`config.mk`:
```
export PLATFORM = sky130hd
export DESIGN_NAME = apts_supervisor
export DESIGN_NICKNAME = d
export VERILOG_FILES = /design/src/apts_pkg.sv /design/src/apts_supervisor.sv
export VERILOG_INCLUDE_DIRS = /design/src /design/src/src
export SDC_FILE = /design/constraint.sdc
export NUM_CORES = 1
export LEC_CHECK = 0
export BUFFER_PORTS_ARGS = -buffer_cell sky130_fd_sc_hd__buf_2
export CORE_ASPECT_RATIO = 2
export CORE_UTILIZATION = 25
export DETAILED_ROUTE_END_ITERATION = 6
export PLACE_DENSITY_LB_ADDON = 0.05
export SLEW_MARGIN = 20
export SYNTH_ARGS = -nofsm -noshare
export SYNTH_HDL_FRONTEND = slang
export SYNTH_SLANG_ARGS = --single-unit
```
`constraint.sdc`:
```
create_clock -name core_clk -period 22.6 [get_ports core_clk]
set_input_delay 3.39 -clock core_clk [delete_from_list [all_inputs] [get_ports core_clk]]
set_output_delay 3.39 -clock core_clk [all_outputs]
set_load 0.05 [all_outputs]
```
`src/apts_defs.svh`:
```
// Timing, framing and serial command constants for the transfer supervisor.
`ifndef APTS_DEFS_SVH
`define APTS_DEFS_SVH
`define APTS_CLK_NS 8
`define APTS_TICK_NS 1000000
`define APTS_MODE_LIMIT_MS 13'h1388
`define APTS_REQ_LIMIT_MS 13'h03e8
`define APTS_READY_LIMIT_MS 13'h03e8
`define APTS_TIMER_MAX 13'h1fff
`define APTS_DATA_PAIRS 5'h10
`define APTS_TOTAL_PAIRS 5'h13
`define APTS_SUM_TRIES 3'h4
`define APTS_SUM_LSB 32
`define APTS_READ_CMD 8'h02
`define APTS_READ_DATA_NO 8'h91
`endif

```
`src/apts_pkg.sv`:
```
// Types shared by the transfer supervisor.
`default_nettype none
package apts_pkg;
  typedef enum logic [2:0] {
    IDLE, START, ACK, REQ, CHECK, GAP, DONE, HALT
  } apts_state_type;
endpackage
`default_nettype wire

```
`src/apts_supervisor.sv`:
```
// Position FIFO and absolute position transfer supervisor for one axis.
`timescale 1ns/1ps
`default_nettype none
`include "apts_defs.svh"

module apts_fifo #(
  parameter int WIDTH = 32,
  parameter int DEPTH = 8
) (
  input wire logic core_clk, // System clock.
  input wire logic rst_n, // Asynchronous reset, active low.
  input wire logic inValid, // Write request.
  output logic inReady, // Space available.
  input wire logic [WIDTH-1:0] inData, // Write data.
  output logic outValid, // Data available.
  input wire logic outReady, // Reader takes a word.
  output logic [WIDTH-1:0] outData // Head word.
);
  localparam int AW = $clog2(DEPTH);
  logic [WIDTH-1:0] mem [DEPTH];
  logic [AW:0] wrPtr_reg;
  logic [AW:0] rdPtr_reg;
  logic doWrite;
  logic doRead;

  if (DEPTH < 2 || (1 << AW) != DEPTH) begin : g_chk
    $error("apts_fifo: DEPTH must be a power of two of at least 2");
  end

  assign outValid = wrPtr_reg != rdPtr_reg;
  assign inReady = wrPtr_reg != {~rdPtr_reg[AW], rdPtr_reg[AW-1:0]};
  assign doWrite = inValid && inReady;
  assign doRead = outValid && outReady;
  assign outData = mem[rdPtr_reg[AW-1:0]];

  always_ff @(posedge core_clk) begin
    if (doWrite) begin
      mem[wrPtr_reg[AW-1:0]] <= inData;
    end
  end

  always_ff @(posedge core_clk or negedge rst_n) begin
    if (!rst_n) begin
      wrPtr_reg <= '0;
      rdPtr_reg <= '0;
    end else begin
      if (doWrite) begin
        wrPtr_reg <= wrPtr_reg + 1'b1;
      end
      if (doRead) begin
        rdPtr_reg <= rdPtr_reg + 1'b1;
      end
    end
  end
endmodule

module apts_supervisor #(
  parameter int TICK_CYCLES = `APTS_TICK_NS / `APTS_CLK_NS,
  parameter bit MULTI_AXIS = 1'b1,
  parameter int FIFO_DEPTH = 8
) (
  input wire logic core_clk, // System clock, 125 MHz.
  input wire logic rst_n, // Asynchronous reset, active low.
  input wire logic servoOnSwitch, // Operator servo-on switch pin.
  input wire logic alarmResetSwitch, // Alarm reset switch pin.
  input wire logic faultOutput, // Amplifier fault pin, high on fault.
  input wire logic emergencyStopInput, // High while emergency stop is active.
  input wire logic transferReadyOutput, // Amplifier transfer-ready pin.
  input wire logic positionBitZero, // Amplifier data bit 0 pin.
  input wire logic positionBitOne, // Amplifier data bit 1 pin.
  output logic servoOnCmd, // Servo-on drive to the amplifier.
  output logic transferMode, // Transfer mode drive to the amplifier.
  output logic requestOut, // Data request drive to the amplifier.
  output logic torqueLimiting, // Torque limiting status.
  output logic commError, // Communication error flag.
  output logic sumError, // Checksum error flag.
  output logic servoAlarm, // Servo alarm flag.
  output logic posValid, // Position word available.
  input wire logic posReady, // Position word taken.
  output logic [31:0] posData, // Absolute position, pulse units.
  input wire logic serialReq, // Pulse: start a serial position read.
  input wire logic [7:0] stationNo, // Station to address.
  output logic serialCmdValid, // Serial command pending.
  input wire logic serialCmdReady, // Serial link accepted the command.
  output logic [7:0] serialStation, // Station of the pending command.
  output logic [7:0] serialCmdCode, // Command code of the pending command.
  output logic [7:0] serialDataNo // Data number of the pending command.
);
  localparam int PW = 20;

  if (TICK_CYCLES < 1 || TICK_CYCLES >= (1 << PW)) begin : g_chk
    $error("apts_supervisor: TICK_CYCLES out of range");
  end

  function automatic logic [12:0] bump(input logic [12:0] v);
    bump = (v == `APTS_TIMER_MAX) ? v : 13'(v + 13'h1);
  endfunction

  function automatic logic [5:0] pairSum(input logic [31:0] d);
    logic [5:0] s;
    s = 6'h0;
    for (int i = 0; i < 16; i++) begin
      s = 6'(s + {4'h0, d[2*i +: 2]});
    end
    pairSum = s;
  endfunction

  // ------------------------------------------------------------
  // Pin synchronisers
  // ------------------------------------------------------------
  // Every pin stage, timer and counter lives in this instance, so axes never share state.
  logic [6:0] pinMeta_reg;
  logic [6:0] pinSync_reg;
  logic sonLast_reg;
  logic arsLast_reg;
  logic sonS, arsS, faultS, emgS, readyS, bit0S, bit1S;
  logic sonRise, arsRise;

  always_ff @(posedge core_clk or negedge rst_n) begin
    if (!rst_n) begin
      pinMeta_reg <= '0;
      pinSync_reg <= '0;
      sonLast_reg <= 1'b0;
      arsLast_reg <= 1'b0;
    end else begin
      pinMeta_reg <= {servoOnSwitch, alarmResetSwitch, faultOutput,
                      emergencyStopInput, transferReadyOutput,
                      positionBitZero, positionBitOne};
      pinSync_reg <= pinMeta_reg;
      sonLast_reg <= pinSync_reg[6];
      arsLast_reg <= pinSync_reg[5];
    end
  end

  assign {sonS, arsS, faultS, emgS, readyS, bit0S, bit1S} = pinSync_reg;
  assign sonRise = sonS && !sonLast_reg;
  assign arsRise = arsS && !arsLast_reg;

  // ------------------------------------------------------------
  // Millisecond tick and phase timers
  // ------------------------------------------------------------
  logic [PW-1:0] prescale_reg;
  logic msTick;
  logic [12:0] modeMs_reg;
  logic [12:0] reqMs_reg;
  logic [12:0] lowMs_reg;
  logic [12:0] dropMs_reg;
  logic commSet;

  assign msTick = prescale_reg == PW'(TICK_CYCLES - 1);

  always_ff @(posedge core_clk or negedge rst_n) begin
    if (!rst_n) begin
      prescale_reg <= '0;
    end else begin
      prescale_reg <= msTick ? '0 : PW'(prescale_reg + 1'b1);
    end
  end

  always_ff @(posedge core_clk or negedge rst_n) begin
    if (!rst_n) begin
      modeMs_reg <= '0;
      reqMs_reg <= '0;
      lowMs_reg <= '0;
      dropMs_reg <= '0;
    end else begin
      if (!transferMode) begin
        modeMs_reg <= '0;
      end else if (msTick) begin
        modeMs_reg <= bump(modeMs_reg);
      end
      if (!requestOut) begin
        reqMs_reg <= '0;
      end else if (msTick) begin
        reqMs_reg <= bump(reqMs_reg);
      end
      if (!transferMode || readyS) begin
        lowMs_reg <= '0;
      end else if (msTick) begin
        lowMs_reg <= bump(lowMs_reg);
      end
      if (!requestOut || !readyS) begin
        dropMs_reg <= '0;
      end else if (msTick) begin
        dropMs_reg <= bump(dropMs_reg);
      end
    end
  end

  assign commSet = modeMs_reg > `APTS_MODE_LIMIT_MS
                || reqMs_reg > `APTS_REQ_LIMIT_MS
                || lowMs_reg >= `APTS_READY_LIMIT_MS
                || dropMs_reg >= `APTS_REQ_LIMIT_MS;

  // ------------------------------------------------------------
  // Transfer sequencer
  // ------------------------------------------------------------
  apts_pkg::apts_state_type state_reg;
  logic [4:0] pairs_reg;
  logic [37:0] shift_reg;
  logic [2:0] misses_reg;
  logic sumMatch;
  logic fifoInReady;
  logic checkDone;
  logic sumSet;

  assign sumMatch = pairSum(shift_reg[31:0]) == shift_reg[37:`APTS_SUM_LSB];
  assign checkDone = state_reg == apts_pkg::CHECK;
  assign sumSet = checkDone && !sumMatch
               && misses_reg == 3'(`APTS_SUM_TRIES - 3'h1);

  always_ff @(posedge core_clk or negedge rst_n) begin
    if (!rst_n) begin
      state_reg <= apts_pkg::IDLE;
      pairs_reg <= '0;
      shift_reg <= '0;
      misses_reg <= '0;
    end else if (!sonS) begin
      state_reg <= apts_pkg::IDLE;
    end else if (servoAlarm || commSet) begin
      state_reg <= apts_pkg::HALT;
    end else begin
      case (state_reg)
        apts_pkg::IDLE: begin
          if (sonRise) begin
            misses_reg <= '0;
            state_reg <= apts_pkg::START;
          end
        end
        apts_pkg::START: begin
          pairs_reg <= '0;
          // The shared pin may still show torque status through the synchroniser,
          // so a stale high must drain before the first handshake counts.
          if (!readyS) begin
            state_reg <= apts_pkg::ACK;
          end
        end
        apts_pkg::ACK: begin
          if (readyS) begin
            state_reg <= (pairs_reg == `APTS_TOTAL_PAIRS) ? apts_pkg::CHECK : apts_pkg::REQ;
          end
        end
        apts_pkg::REQ: begin
          if (!readyS) begin
            // Low pair arrives first, checksum pairs after the data.
            shift_reg <= {bit1S, bit0S, shift_reg[37:2]};
            pairs_reg <= 5'(pairs_reg + 5'h1);
            state_reg <= apts_pkg::ACK;
          end
        end
        apts_pkg::CHECK: begin
          if (sumMatch) begin
            if (fifoInReady) begin
              misses_reg <= '0;
              state_reg <= apts_pkg::DONE;
            end
          end else if (sumSet) begin
            state_reg <= apts_pkg::HALT;
          end else begin
            misses_reg <= 3'(misses_reg + 3'h1);
            state_reg <= apts_pkg::GAP;
          end
        end
        apts_pkg::GAP: begin
          state_reg <= apts_pkg::START;
        end
        apts_pkg::DONE, apts_pkg::HALT: begin
          state_reg <= state_reg;
        end
        default: begin
          state_reg <= apts_pkg::IDLE;
        end
      endcase
    end
  end

  // The amplifier's own timeout warnings surface here as a stalled handshake.
  assign transferMode = state_reg == apts_pkg::START || state_reg == apts_pkg::ACK
                     || state_reg == apts_pkg::REQ || checkDone;
  assign requestOut = state_reg == apts_pkg::REQ;
  // Shared pin means transfer-ready only reports torque limiting outside transfer.
  assign torqueLimiting = readyS && !transferMode;

  // A stalled reader holds CHECK; the mode timer then flags the stall.
  apts_fifo #(.WIDTH(32), .DEPTH(FIFO_DEPTH)) u_fifo (
    .core_clk(core_clk),
    .rst_n(rst_n),
    .inValid(checkDone && sumMatch),
    .inReady(fifoInReady),
    .inData(shift_reg[31:0]),
    .outValid(posValid),
    .outReady(posReady),
    .outData(posData)
  );

  // ------------------------------------------------------------
  // Error and alarm flags
  // ------------------------------------------------------------
  logic commErr_reg;
  logic sumErr_reg;
  logic alarm_reg;
  logic sonOut_reg;
  logic alarmSet;
  logic sumClr;

  assign alarmSet = faultS || emgS;
  assign sumClr = MULTI_AXIS ? sonRise : !sonS;

  always_ff @(posedge core_clk or negedge rst_n) begin
    if (!rst_n) begin
      commErr_reg <= 1'b0;
    end else if (commSet) begin
      commErr_reg <= 1'b1;
    end else if (!sonS) begin
      commErr_reg <= 1'b0;
    end
  end

  always_ff @(posedge core_clk or negedge rst_n) begin
    if (!rst_n) begin
      sumErr_reg <= 1'b0;
    end else if (sumSet) begin
      sumErr_reg <= 1'b1;
    end else if (sumClr) begin
      sumErr_reg <= 1'b0;
    end
  end

  always_ff @(posedge core_clk or negedge rst_n) begin
    if (!rst_n) begin
      alarm_reg <= 1'b0;
    end else if (alarmSet) begin
      alarm_reg <= 1'b1;
    end else if (arsRise) begin
      alarm_reg <= 1'b0;
    end
  end

  always_ff @(posedge core_clk or negedge rst_n) begin
    if (!rst_n) begin
      sonOut_reg <= 1'b0;
    end else begin
      sonOut_reg <= sonS && !alarm_reg;
    end
  end

  assign commError = commErr_reg;
  assign sumError = sumErr_reg;
  assign servoAlarm = alarm_reg;
  assign servoOnCmd = sonOut_reg;

  // ------------------------------------------------------------
  // Serial position read command
  // ------------------------------------------------------------
  logic serValid_reg;
  logic [7:0] serStation_reg;

  always_ff @(posedge core_clk or negedge rst_n) begin
    if (!rst_n) begin
      serValid_reg <= 1'b0;
      serStation_reg <= 8'h00;
    end else if (serialReq && !serValid_reg) begin
      serValid_reg <= 1'b1;
      serStation_reg <= stationNo;
    end else if (serialCmdReady) begin
      serValid_reg <= 1'b0;
    end
  end

  assign serialCmdValid = serValid_reg;
  assign serialStation = serStation_reg;
  assign serialCmdCode = `APTS_READ_CMD;
  assign serialDataNo = `APTS_READ_DATA_NO;
endmodule
`default_nettype wire

```
==> impl_summary.log, run 1 <==
INFO  metric boundary_pin_count = 85
INFO  metric port_bufs = 68
INFO  metric critical_path.max_fanout = 25
INFO  metric nets = 1266
INFO  metric finalInstanceArea = 0.0204 sq mm
INFO  metric hold_path_startpoint = pinMeta_reg[3]
INFO  metric ys.warnings.count = 0
INFO  metric count_of_max_cap_constraint_violations = 0
INFO  metric detailroute.via_count = 9264
INFO  metric run_status = completed
INFO  metric setup_violations = 0
INFO  metric final_layout_size_suffix_gt1_frac = 0.239
INFO  metric sinks_on_clock_net = 414
INFO  metric critical_path_required = 22790 ps
INFO  metric max_freq = 0.146 GHz
INFO  metric critical-path-top-cell-by-count = sky130_fd_sc_hd__fa_1
INFO  metric yosys-top-cells-area = sky130_fd_sc_hd__edfxtp_1, sky130_fd_sc_hd__dfrtp_1, sky130_fd_sc_hd__mux4_2
INFO  metric vdd.ir_drop.worst = 66.4 uV
INFO  metric hold_path_class = flop to flop
INFO  metric report.power.total = 2.07 mW
INFO  metric critical_path_cell_list = fa_1, inv_1, fa_1, fa_1, fa_1, inv_1, fa_1, ha_1, fa_1, xor2_1, nor3_1, nand4b_1, nor4_1, buf_4, nand2_1, nor3_2, buf_4
INFO  metric critPathLaunchType = flop
INFO  metric synth_largest_type_area_fraction = 0.435
INFO  metric grt_pass1_wl = 68300 um
INFO  metric initial_utilization = 0.253
INFO  metric die_h = 378 um
INFO  metric worst_skew_pair.late_latency = 560 ps
INFO  metric critical-path-slowest-cell = sky130_fd_sc_hd__nor3_2
INFO  metric die-width = 190 um
INFO  metric post_synth.cell_area_avg = 16.0 sq um
INFO  metric cts_hold_buffers = 0
INFO  metric synthesis.area = 0.0177 sq mm
INFO  metric layout_common_cells = sky130_fd_sc_hd__edfxtp_1, sky130_fd_sc_hd__dfrtp_1, sky130_fd_sc_hd__nor2_1, sky130_fd_sc_hd__mux2_2, sky130_fd_sc_hd__buf_2
INFO  metric finalWirelength = 45500 um
INFO  metric wp_data_arrival = 7050 ps
INFO  metric place.detailed.hpwl = 28400 um
INFO  metric via_per_inst = 4.34
INFO  metric asyncSetResetFlopFracSynth = 0.382
INFO  metric worst_setup_hold_path_clk_slew = 60 ps
INFO  metric fin_crit = 6860 ps
INFO  metric timing_worst_slew_pin_value = 920 ps
INFO  metric sequential_area_share_after_synthesis = 0.659
INFO  metric critical-path-top-delay-family = adder cells
INFO  metric largest_reg_flops = 256
INFO  metric ant_nets = 0
INFO  metric drt_first_iter_violations = 428
INFO  metric htree_num_levels = 2
INFO  metric max-clock-path-buffers = 3
INFO  metric cpPeakStageDelay = 680 ps
INFO  metric diodes = 0
INFO  metric globalRoute.totalOverflow = 0
INFO  metric clockRootBuffer = sky130_fd_sc_hd__clkbuf_16
INFO  metric post_drt_wl_per_cell = 21.3 um
INFO  metric powerDensity = 102 mW/mm^2
INFO  metric flow.area_growth_from_synthesis = 15.4%
INFO  metric post_layout_nonfiller_instances = 2134
INFO  metric die_area = 0.0717 sq mm
INFO  metric post_cts.resized_instances = 0
INFO  metric cts-buffers-inserted = 42
INFO  metric timing.reg2reg.setup_slack = 15740 ps
INFO  metric drt-pass1-iter-count = 4
INFO  metric post-cts-setup-buffers = 0
INFO  metric most_frequently_used_flop_master_after_synthesis = sky130_fd_sc_hd__edfxtp_1
INFO  metric regToRegEndpoint = u_fifo.mem[1][23]
INFO  metric routabilityCongestion = 0.724
INFO  metric synth_enable_flop_cells = 256
INFO  metric netlist.top_cell.by_area = sky130_fd_sc_hd__edfxtp_1
INFO  metric maximum_number_of_pins_on_one_net_before_global_route_repair = 60
INFO  metric initial_antenna_violation_count = 0
INFO  metric critPathKind = flop to flop
INFO  metric rsz0062_at_grt = no
INFO  metric timing_max_transition_violations_final = 0
INFO  metric tritoncts_clock_tree = done
INFO  metric critical_path.n_buffers_inverters = 4
INFO  metric synth.distinct_cells = 55
INFO  metric worstSetupEndpointType = flop
INFO  metric worst_clock_skew = 20.6 ps
INFO  metric ys_ff_latch = 414
INFO  metric fillerInstances = 7001
INFO  metric numPlacedInstances = 2057
INFO  metric coreArea = 0.0698 sq mm
INFO  metric leakagePower = 7.89 nW
INFO  metric syn-instance-count = 1104
INFO  metric placement_rows = 137
INFO  metric final_util = 0.292
INFO  metric hold_viol_final = 0
INFO  metric reg2reg_depth = 17
INFO  metric crit-reg2reg-launch = shift_reg[1]
INFO  metric grtUsageTotal = 0.131
INFO  metric hold_end = pinSync_reg[3]
INFO  metric most_frequent_standard_cell_in_the_layout_excluding_fill_and_tap_cells = sky130_fd_sc_hd__edfxtp_1
INFO  metric first_global_vias = 10.3k
INFO  metric drc = 0
INFO  metric max-slew-margin-rel = 0.387
INFO  metric layout_worst_path_cycle_share = 0.304
INFO  metric timing.setup.tns = 0 ps
INFO  metric timing.hold.worst_path_depth = 0
INFO  metric post_dp_cell_area = 0.0191 sq mm
cell usage after synthesis (21+ instances only):
master                     number
sky130_fd_sc_hd__edfxtp_1     256
sky130_fd_sc_hd__dfrtp_1      158
sky130_fd_sc_hd__nor2_1        88
sky130_fd_sc_hd__mux2_2        69
sky130_fd_sc_hd__mux4_2        64
sky130_fd_sc_hd__xor2_1        61
sky130_fd_sc_hd__inv_1         53
sky130_fd_sc_hd__nand2_1       41
sky130_fd_sc_hd__nand4_1       32
sky130_fd_sc_hd__fa_1          26
sky130_fd_sc_hd__nand3_1       25
sky130_fd_sc_hd__ha_1          22
sky130_fd_sc_hd__xnor2_1       21
worst reg2reg max path, stage by stage (launching register included):
cell,delay [ps]
sky130_fd_sc_hd__dfrtp_1,500
sky130_fd_sc_hd__fa_1,580
sky130_fd_sc_hd__inv_1,100
sky130_fd_sc_hd__fa_1,530
sky130_fd_sc_hd__fa_1,540
sky130_fd_sc_hd__fa_1,550
sky130_fd_sc_hd__inv_1,60
sky130_fd_sc_hd__fa_1,480
sky130_fd_sc_hd__ha_1,250
sky130_fd_sc_hd__fa_1,450
sky130_fd_sc_hd__xor2_1,170
sky130_fd_sc_hd__nor3_1,150
sky130_fd_sc_hd__nand4b_1,240
sky130_fd_sc_hd__nor4_1,320
sky130_fd_sc_hd__buf_4,190
sky130_fd_sc_hd__nand2_1,160
sky130_fd_sc_hd__nor3_2,680
sky130_fd_sc_hd__buf_4,530
worst max-delay path by stage:
stage,to,startpoint,cells after the start
6_report,u_fifo.mem[1][23],shift_reg[1],17
5_1_grt,u_fifo.mem[1][23],shift_reg[1],17
4_1_cts,u_fifo.mem[1][23],shift_reg[1],17
3_5_place_dp,u_fifo.mem[1][24],shift_reg[1],17
3_3_place_gp,u_fifo.mem[1][24],shift_reg[1],17
2_1_floorplan,u_fifo.mem[0][0],shift_reg[1],15
per-layer routing:
metal / GRT usage / vias up / routed length, um
met5: 0 / - / 0
met4: 0.0386 / 0 / 978
met3: 0.0155 / 58 / 1160
met2: 0.267 / 133 / 26600
met1: 0.136 / 4838 / 16800
li1: - / 4235 / -
per-stage QoR:
step / setup slack, ps / hold WS (ps)
final: 15740 / 348
after global routing: 15240 / 364
after CTS: 15520 / 352
after detailed placement: 15570 / 339
after global placement: 15630 / 335
after floorplan: 14780 / 331
final cells by class:
cell class,count,area (sq um),share of cell area
Timing Repair Buffer,89,507,0.0249
Inverter,53,199,0.00976
Tap cell,903,1130,0.0555
Clock inverter,18,120,0.00590
Clock buffer,59,1160,0.0567
Sequential cell,414,11600,0.572
Multi-Input combinational cell,598,5610,0.275
kinds of logic after synthesis:
| logic type | Yosys count | share of synthesized area |
|---|---|---|
| flip-flops | 414 | 0.659 |
| buffers and inverters | 106 | 0.0282 |
| other | 2 | 0.000425 |
| AO/OA/AOI/OAI | 49 | 0.0188 |
| AND/OR/NAND/NOR | 255 | 0.0725 |
| adder cells (fa/ha/maj) | 48 | 0.0451 |
| XOR/XNOR | 82 | 0.0407 |
| multiplexers | 148 | 0.135 |
power breakdown:
part	leakage [nW]	internal, mW	switching (mW)	total, mW
Sequential	4.65	0.829	0.0579	0.887
Combinational	2.62	0.182	0.330	0.512
Clock	0.629	0.370	0.301	0.671
Total	7.89	1.38	0.690	2.07
Note: power is estimated with default switching activity, not from simulation.
==> run 2: changes to the inputs <==
==> constraint.sdc (replaced) <==
create_clock -name core_clk -period 5.85 [get_ports core_clk]
set_input_delay 0.8775 -clock core_clk [delete_from_list [all_inputs] [get_ports core_clk]]
set_output_delay 0.8775 -clock core_clk [all_outputs]
set_load 0.05 [all_outputs]
==> run 2 against run 1 <==
  * Clock skew down 2.5 ps
  * Combinational power grew to 3.9 times the previous value
  * Sequential share of layout area down 2.2 points
  * Fmax up 20%
  * Cell area up 4.0%
  * Sequential power increased to 3.9 times the previous value
  * Critical endpoint is now u_fifo.mem[0][13]
  * Critical path type unchanged
  * Total power grew to 3.9 times the previous value
  * Non-clock buffer count up 51
==> impl_summary.log, run 2 (synthesis results as in run 1) <==
INFO  metric critical_path_cell_list = fa_1, inv_2, fa_1, fa_1, fa_1, inv_1, fa_1, ha_4, fa_2, xor2_1, nor3_1, nand4b_1, nor4_4, buf_6, nand2b_4, nor3_4, buf_12, clkbuf_16
INFO  metric sinks_on_clock_net = 414 (unchanged)
INFO  metric leakagePower = 8.29 nW (+5.0%)
INFO  metric wp_data_arrival = 5980 ps (-1070 ps)
INFO  metric max-slew-margin-rel = 0.335 (-0.0521)
INFO  metric report.power.total = 8.17 mW (+290%)
INFO  metric power.share.sequential = 0.423 (-0.005)
INFO  metric largest_reg_flops = 256 (unchanged)
INFO  metric worstSetupEndpointType = flop
INFO  metric swShare = 0.334 (+0.00127)
INFO  metric boundary_pin_count = 85 (unchanged)
INFO  metric layout_worst_path_cycle_share = 0.975 (+0.671)
INFO  metric place.detailed.hpwl = 30600 um (+7.8%)
INFO  metric critPathLaunchType = flop
INFO  metric worst_setup_hold_path_clk_slew = 60 ps (about the same)
INFO  metric critical_path_required = 6130 ps (-16660 ps)
INFO  metric worst_skew_pair.late_latency = 580 ps (+20 ps)
INFO  metric ant_nets = 0 (unchanged)
INFO  metric maximum_number_of_pins_on_one_net_before_global_route_repair = 135 (+130%)
INFO  metric numPlacedInstances = 2093 (+1.8%)
INFO  metric cts-buffers-inserted = 42 (unchanged)
INFO  metric grt_pass1_wl = 70300 um (+3.0%)
INFO  metric die_h = 378 um (unchanged)
INFO  metric run_status = completed
INFO  metric critical_path.max_fanout = 8 (-68%)
INFO  metric most_frequent_standard_cell_in_the_layout_excluding_fill_and_tap_cells = sky130_fd_sc_hd__edfxtp_1
INFO  metric grtUsageTotal = 0.134 (+0.00303)
INFO  metric critPathKind = flop to flop
INFO  metric die-width = 190 um (unchanged)
INFO  metric flow.area_growth_from_synthesis = 20.1%
INFO  metric hold_viol_final = 0 (unchanged)
INFO  metric drt-pass1-iter-count = 4 (unchanged)
INFO  metric diodes = 0 (unchanged)
INFO  metric power.net_switching = 2.73 mW (+300%)
INFO  metric initial_antenna_violation_count = 2 (+2)
INFO  metric combPwrFrac = 0.247 (about the same)
INFO  metric nets = 1317 (+4.0%)
INFO  metric first_global_vias = 10.9k (+5.1%)
INFO  metric clockRootBuffer = sky130_fd_sc_hd__clkbuf_16
INFO  metric tritoncts_clock_tree = done
INFO  metric initial_utilization = 0.253 (unchanged)
INFO  metric die_area = 0.0717 sq mm (unchanged)
INFO  metric port_bufs = 68 (unchanged)
INFO  metric timing_max_transition_violations_final = 0 (unchanged)
INFO  metric drc = 0 (unchanged)
INFO  metric cts_hold_buffers = 0 (unchanged)
INFO  metric powerDensity = 385 mW/mm^2 (+280%)
INFO  metric critical-path-top-cell-by-count = sky130_fd_sc_hd__fa_1
INFO  metric critical-path-slowest-cell = sky130_fd_sc_hd__fa_1
INFO  metric fin_crit = 5700 ps (-1160 ps)
INFO  metric routabilityCongestion = 0.697 (-3.7%)
INFO  metric post_drt_wl_per_cell = 21.5 um (+0.64%)
INFO  metric post_layout_nonfiller_instances = 2186 (+2.4%)
INFO  metric detailroute.via_count = 9545 (+3.0%)
INFO  metric via_per_inst = 4.37 (+0.58%)
INFO  metric internal_power = 5.44 mW (+290%)
INFO  metric max_freq = 0.175 GHz (+20%)
INFO  metric rsz0062_at_grt = yes
INFO  metric setup_violations = 0 (unchanged)
INFO  metric drt_first_iter_violations = 504 (+18%)
INFO  metric count_of_max_cap_constraint_violations = 0 (unchanged)
INFO  metric vdd.ir_drop.worst = 281 uV (+320%)
INFO  metric layout_common_cells = sky130_fd_sc_hd__edfxtp_1, sky130_fd_sc_hd__dfrtp_1, sky130_fd_sc_hd__nor2_1, sky130_fd_sc_hd__mux2_2, sky130_fd_sc_hd__buf_2
INFO  metric finalWirelength = 46900 um (+3.1%)
INFO  metric placement_rows = 137 (unchanged)
INFO  metric worst_clock_skew = 18.1 ps (-2.48 ps)
INFO  metric globalRoute.totalOverflow = 0 (unchanged)
INFO  metric coreArea = 0.0698 sq mm (unchanged)
INFO  metric max-clock-path-buffers = 3 (unchanged)
INFO  metric clockPowerShare = 0.330 (+0.006)
INFO  metric hold_path_class = input pin to async pin
INFO  metric htree_num_levels = 2 (unchanged)
INFO  metric timing_worst_slew_pin_value = 995 ps (+74.5 ps)
INFO  metric cpPeakStageDelay = 580 ps (-100 ps)
INFO  metric final_layout_size_suffix_gt1_frac = 0.281 (+0.0418)
==> run 2: cell count changes in the layout (fill, tap and decap cells not counted), moves of 2 or more <==
cell,delta
sky130_fd_sc_hd__nor3_2,-2
sky130_fd_sc_hd__dfrtp_2,+3
sky130_fd_sc_hd__xnor2_2,+2
sky130_fd_sc_hd__dfrtp_1,-3
sky130_fd_sc_hd__clkinv_2,-4
sky130_fd_sc_hd__buf_6,+7
sky130_fd_sc_hd__nor3_4,+2
sky130_fd_sc_hd__inv_2,+2
sky130_fd_sc_hd__xnor2_1,-2
sky130_fd_sc_hd__clkbuf_8,+4
sky130_fd_sc_hd__clkbuf_16,+2
sky130_fd_sc_hd__buf_4,+26
sky130_fd_sc_hd__buf_12,+15
==> run 2: final cells by class <==
class,count,area [sq um]
clock buffers,63,1200
clock inverters,15,141
fillers,6955,48600
inverters,53,199
multi-input cells,598,5700
flip-flops and latches,414,11700
well taps,903,1130
repair buffers,140,1170
==> run 2: timing repair <==
action / 4_1_cts / 5_1_grt
pin swaps: 0 / 3
buffers inserted: 4 / 6
resized for setup: 3 / 10
endpoints found under the setup margin: 64 / 97
endpoints found under the hold margin: 0 / 0
gates cloned: 1 / 4
==> run 2: power groups by stage <==
stage | Sequential (mW) | Combinational [mW] | Clock (mW)
after floorplan | 3.35 | 1.61 | 0
after global placement | 3.54 | 2.05 | 0
after detailed placement | 3.53 | 2.05 | 0
after CTS | 3.48 | 2.06 | 2.82
after global routing | 3.50 | 2.15 | 2.91
final | 3.46 | 2.02 | 2.69
==> run 2: path summary, 6_finish.rpt <==
path / startpoint / to / slack (ps) / depth (start not counted)
setup / recovery: shift_reg[5] / u_fifo.mem[0][13] / 150 / 18
hold / removal: rst_n / reqMs_reg[7] / 170 / 1
setup reg to reg: shift_reg[5] / u_fifo.mem[0][13] / 150 / 18
hold reg to reg: pinMeta_reg[5] / pinSync_reg[5] / 350 / 0
max in group asynchronous: rst_n / shift_reg[1] / 4490 / 2
min in group core_clk: pinMeta_reg[5] / pinSync_reg[5] / 350 / 0
==> run 2: metrics by stage <==
stage	hold WS (ps)	worst slack, ps	area (sq um)	utilization	setup TNS (ps)
global route	162	-105	21200	0.304	-10120
detailed placement	336	16.0	19600	0.281	0
CTS	143	12.7	21000	0.301	0
global placement	331	63.6	19600	0.281	0
floorplan	331	-188	17800	-	-10230
finish	171	148	21200	0.304	0
==> run 2: per-layer routing <==
layer | up-vias | global-route usage | wire [um]
met5 | - | 0 | 13
met4 | 2 | 0.0460 | 1240
met3 | 51 | 0.0195 | 1320
met2 | 130 | 0.274 | 28100
met1 | 5027 | 0.133 | 16300
li1 | 4335 | - | -
==> run 2: critical path: cells and delay by family (launching register included) <==
| family | cells | cell delay, ps |
|---|---|---|
| buf+inv | 5 | 630 |
| fa+ha+maj | 7 | 3340 |
| simple gates | 5 | 960 |
| flops | 1 | 420 |
| xor+xnor | 1 | 60 |
==> run 3: changes to the inputs <==
--- a/config.mk
+++ b/config.mk
@@ -10,7 +10,6 @@
 export CORE_ASPECT_RATIO = 2
 export CORE_UTILIZATION = 25
 export DETAILED_ROUTE_END_ITERATION = 6
-export PLACE_DENSITY_LB_ADDON = 0.05
 export SLEW_MARGIN = 20
 export SYNTH_ARGS = -nofsm -noshare
 export SYNTH_HDL_FRONTEND = slang
==> run 3 against run 2 <==
  * Sequential share of layout area increased by 1.6 points
  * Clock power shrank 13%
  * Final cell count fell by 1.9%
  * Clock skew up 18 ps
  * Routed wire length is 22% lower
  * Hold slack better by 170 ps
  * Count of clock-buffer cells in the layout fell by 7
  * Sequential power decreased by 1%
  * Combinational power barely moved
  * Fmax increased by 1.7%
  * Highest routed layer unchanged
==> impl_summary.log, run 3 (synthesis results as in run 1) <==
INFO  metric initial_utilization = 0.253 (unchanged)
INFO  metric max_freq = 0.178 GHz (+1.7%)
INFO  metric leakagePower = 7.99 nW (-3.6%)
INFO  metric final_util = 0.295 (-0.00854)
INFO  metric timing.hold.ws = 343 ps (+172 ps)
INFO  metric critical_path_cell_list = inv_1, fa_1, fa_1, fa_1, fa_1, inv_1, fa_1, ha_2, fa_2, xor2_1, nor3_1, nand4b_1, nor4_4, buf_4, nand2b_4, nor3_4, clkbuf_16
INFO  metric worst_skew_pair.late_latency = 550 ps (-30 ps)
INFO  metric powerDensity = 376 mW/mm^2 (-2.5%)
INFO  metric via_per_inst = 4.34 (-0.65%)
INFO  metric place.detailed.hpwl = 24600 um (-20%)
INFO  metric worst_clock_skew = 36.5 ps (+18.4 ps)
INFO  metric swShare = 0.324 (-0.00992)
INFO  metric vdd.ir_drop.worst = 272 uV (-3.2%)
INFO  metric layout_common_cells = sky130_fd_sc_hd__edfxtp_1, sky130_fd_sc_hd__dfrtp_1, sky130_fd_sc_hd__nor2_1, sky130_fd_sc_hd__mux2_2, sky130_fd_sc_hd__buf_2
INFO  metric max-slew-margin-rel = 0.295 (-0.0392)
INFO  metric wp_data_arrival = 5850 ps (-130 ps)
INFO  metric critical_path.n_buffers_inverters = 4 (-1)
INFO  metric timing_worst_slew_pin_value = 1040 ps (+47.8 ps)
INFO  metric cts-buffers-inserted = 37 (-12%)
INFO  metric port_bufs = 68 (unchanged)
INFO  metric drc = 0 (unchanged)
INFO  metric critPathKind = flop to flop
INFO  metric post_drt_wl_per_cell = 17.1 um (-20%)
INFO  metric critical-path-slowest-cell = sky130_fd_sc_hd__fa_2
INFO  metric placement_rows = 137 (unchanged)
INFO  metric sinks_on_clock_net = 414 (unchanged)
INFO  metric timing_max_transition_violations_final = 0 (unchanged)
INFO  metric htree_num_levels = 2 (unchanged)
INFO  metric detailroute.via_count = 9301 (-2.6%)
INFO  metric critical-path-top-delay-family = adder cells
INFO  metric layout_worst_path_cycle_share = 0.958 (-0.0163)
INFO  metric worstSetupEndpointType = flop
INFO  metric combPwrFrac = 0.257 (+0.010)
INFO  metric die_h = 378 um (unchanged)
INFO  metric routabilityCongestion = 0.758 (+8.7%)
INFO  metric finalWirelength = 36800 um (-22%)
INFO  metric boundary_pin_count = 85 (unchanged)
INFO  metric globalRoute.totalOverflow = 0 (unchanged)
INFO  metric power.share.sequential = 0.440 (+0.017)
INFO  metric critical_path.max_fanout = 16 (+8)
INFO  metric final_layout_size_suffix_gt1_frac = 0.260 (-0.0209)
INFO  metric grtUsageTotal = 0.105 (-0.0295)
INFO  metric setup_violations = 0 (unchanged)
INFO  metric grt_pass1_wl = 58000 um (-18%)
INFO  metric die-width = 190 um (unchanged)
INFO  metric maximum_number_of_pins_on_one_net_before_global_route_repair = 71 (-47%)
INFO  metric hold_path_class = input pin to async pin
INFO  metric hold_viol_final = 0 (unchanged)
INFO  metric ant_nets = 0 (unchanged)
INFO  metric critPathLaunchType = flop
INFO  metric clockRootBuffer = sky130_fd_sc_hd__clkbuf_16
INFO  metric tritoncts_clock_tree = done
INFO  metric rsz0062_at_grt = no
INFO  metric clockPowerShare = 0.302 (-0.028)
INFO  metric initial_antenna_violation_count = 1 (-1)
INFO  metric multi_input_area = 0.00567 sq mm (-0.66%)
INFO  metric die_area = 0.0717 sq mm (unchanged)
INFO  metric power.net_switching = 2.51 mW (-8.0%)
INFO  metric coreArea = 0.0698 sq mm (unchanged)
INFO  metric run_status = completed
INFO  metric drt_first_iter_violations = 529 (+5.0%)
INFO  metric internal_power = 5.23 mW (-3.8%)
INFO  metric worst_setup_hold_path_clk_slew = 70 ps (about the same)
INFO  metric first_global_vias = 10.2k (-6.6%)
INFO  metric flow.area_growth_from_synthesis = 16.7%
INFO  metric largest_reg_flops = 256 (unchanged)
INFO  metric sequential_area = 0.0117 sq mm (about the same)
INFO  metric nets = 1284 (-2.5%)
INFO  metric critical_path_required = 6090 ps (-40 ps)
INFO  metric max-clock-path-buffers = 3 (unchanged)
INFO  metric count_of_max_cap_constraint_violations = 0 (unchanged)
INFO  metric fin_crit = 5610 ps (-95.2 ps)
INFO  metric critical-path-top-cell-by-count = sky130_fd_sc_hd__fa_1
INFO  metric drt-pass1-iter-count = 4 (unchanged)
INFO  metric cpPeakStageDelay = 570 ps (about the same)
INFO  metric most_frequent_standard_cell_in_the_layout_excluding_fill_and_tap_cells = sky130_fd_sc_hd__edfxtp_1
INFO  metric fillerInstances = 6836 (-1.7%)
INFO  metric report.power.total = 7.74 mW (-5.2%)
[run 3: timing repair]
action,CTS,global route
resized for setup,0,3
endpoints found under the setup margin,0,102
hold buffers,0,0
setup buffers,0,0
endpoints found under the hold margin,0,0
[run 3: final cells by class]
type | instances | area share
multi-input combinational | 598 | 0.275
clock buffer | 56 | 0.0518
inverter | 53 | 0.00966
sequential | 414 | 0.566
timing repair buffer | 112 | 0.0394
tap | 903 | 0.0548
clock inverter | 7 | 0.00340
antenna | 1 | 0.000121
[run 3: power groups by stage]
stage	Sequential, mW	Clock (mW)	Combinational, mW
after floorplan	3.35	0	1.61
after CTS	3.42	2.42	2.04
after global routing	3.44	2.51	2.11
after global placement	3.47	0	2.03
final	3.41	2.34	1.99
after detailed placement	3.48	0	2.04
[run 3: final timing paths]
path,from,to,slack [ps],cells after the start
min in group core_clk,pinMeta_reg[2],pinSync_reg[2],350,0
worst min-delay path,rst_n,pinMeta_reg[6],340,1
worst min register to register,pinMeta_reg[2],pinSync_reg[2],350,0
max in group asynchronous,rst_n,shift_reg[5],4270,2
worst max-delay path,shift_reg[11],u_fifo.mem[0][27],240,17
worst max register to register,shift_reg[11],u_fifo.mem[0][27],240,17
[run 3: per-stage QoR]
step	setup slack, ps	TNS, ps	cell area [sq um]	std cells
after global placement	218	0	19400	2078
after CTS	60.3	0	20500	2141
after detailed placement	127	0	19400	2078
final	243	0	20600	2144
after floorplan	-188	-10230	17800	1118
after global routing	14.1	0	20600	2143
[run 3: worst reg2reg max path: stages, from the launching register on]
cell and delay [ps]:
sky130_fd_sc_hd__dfrtp_2 430, sky130_fd_sc_hd__inv_1 100, sky130_fd_sc_hd__fa_1 550, sky130_fd_sc_hd__fa_1 450
sky130_fd_sc_hd__fa_1 500, sky130_fd_sc_hd__fa_1 520, sky130_fd_sc_hd__inv_1 50, sky130_fd_sc_hd__fa_1 440
sky130_fd_sc_hd__ha_2 210, sky130_fd_sc_hd__fa_2 570, sky130_fd_sc_hd__xor2_1 60, sky130_fd_sc_hd__nor3_1 180
sky130_fd_sc_hd__nand4b_1 230, sky130_fd_sc_hd__nor4_4 190, sky130_fd_sc_hd__buf_4 200, sky130_fd_sc_hd__nand2b_4 110
sky130_fd_sc_hd__nor3_4 260, sky130_fd_sc_hd__clkbuf_16 270
[run 3: routing by layer]
| metal | vias to the layer above | GRT usage | share of wire |
|---|---|---|---|
| met5 | - | 0 | 0.00046 |
| met4 | 2 | 0.0371 | 0.023 |
| met3 | 51 | 0.0124 | 0.028 |
| met2 | 150 | 0.205 | 0.56 |
| met1 | 4828 | 0.113 | 0.38 |
| li1 | 4270 | - | - |
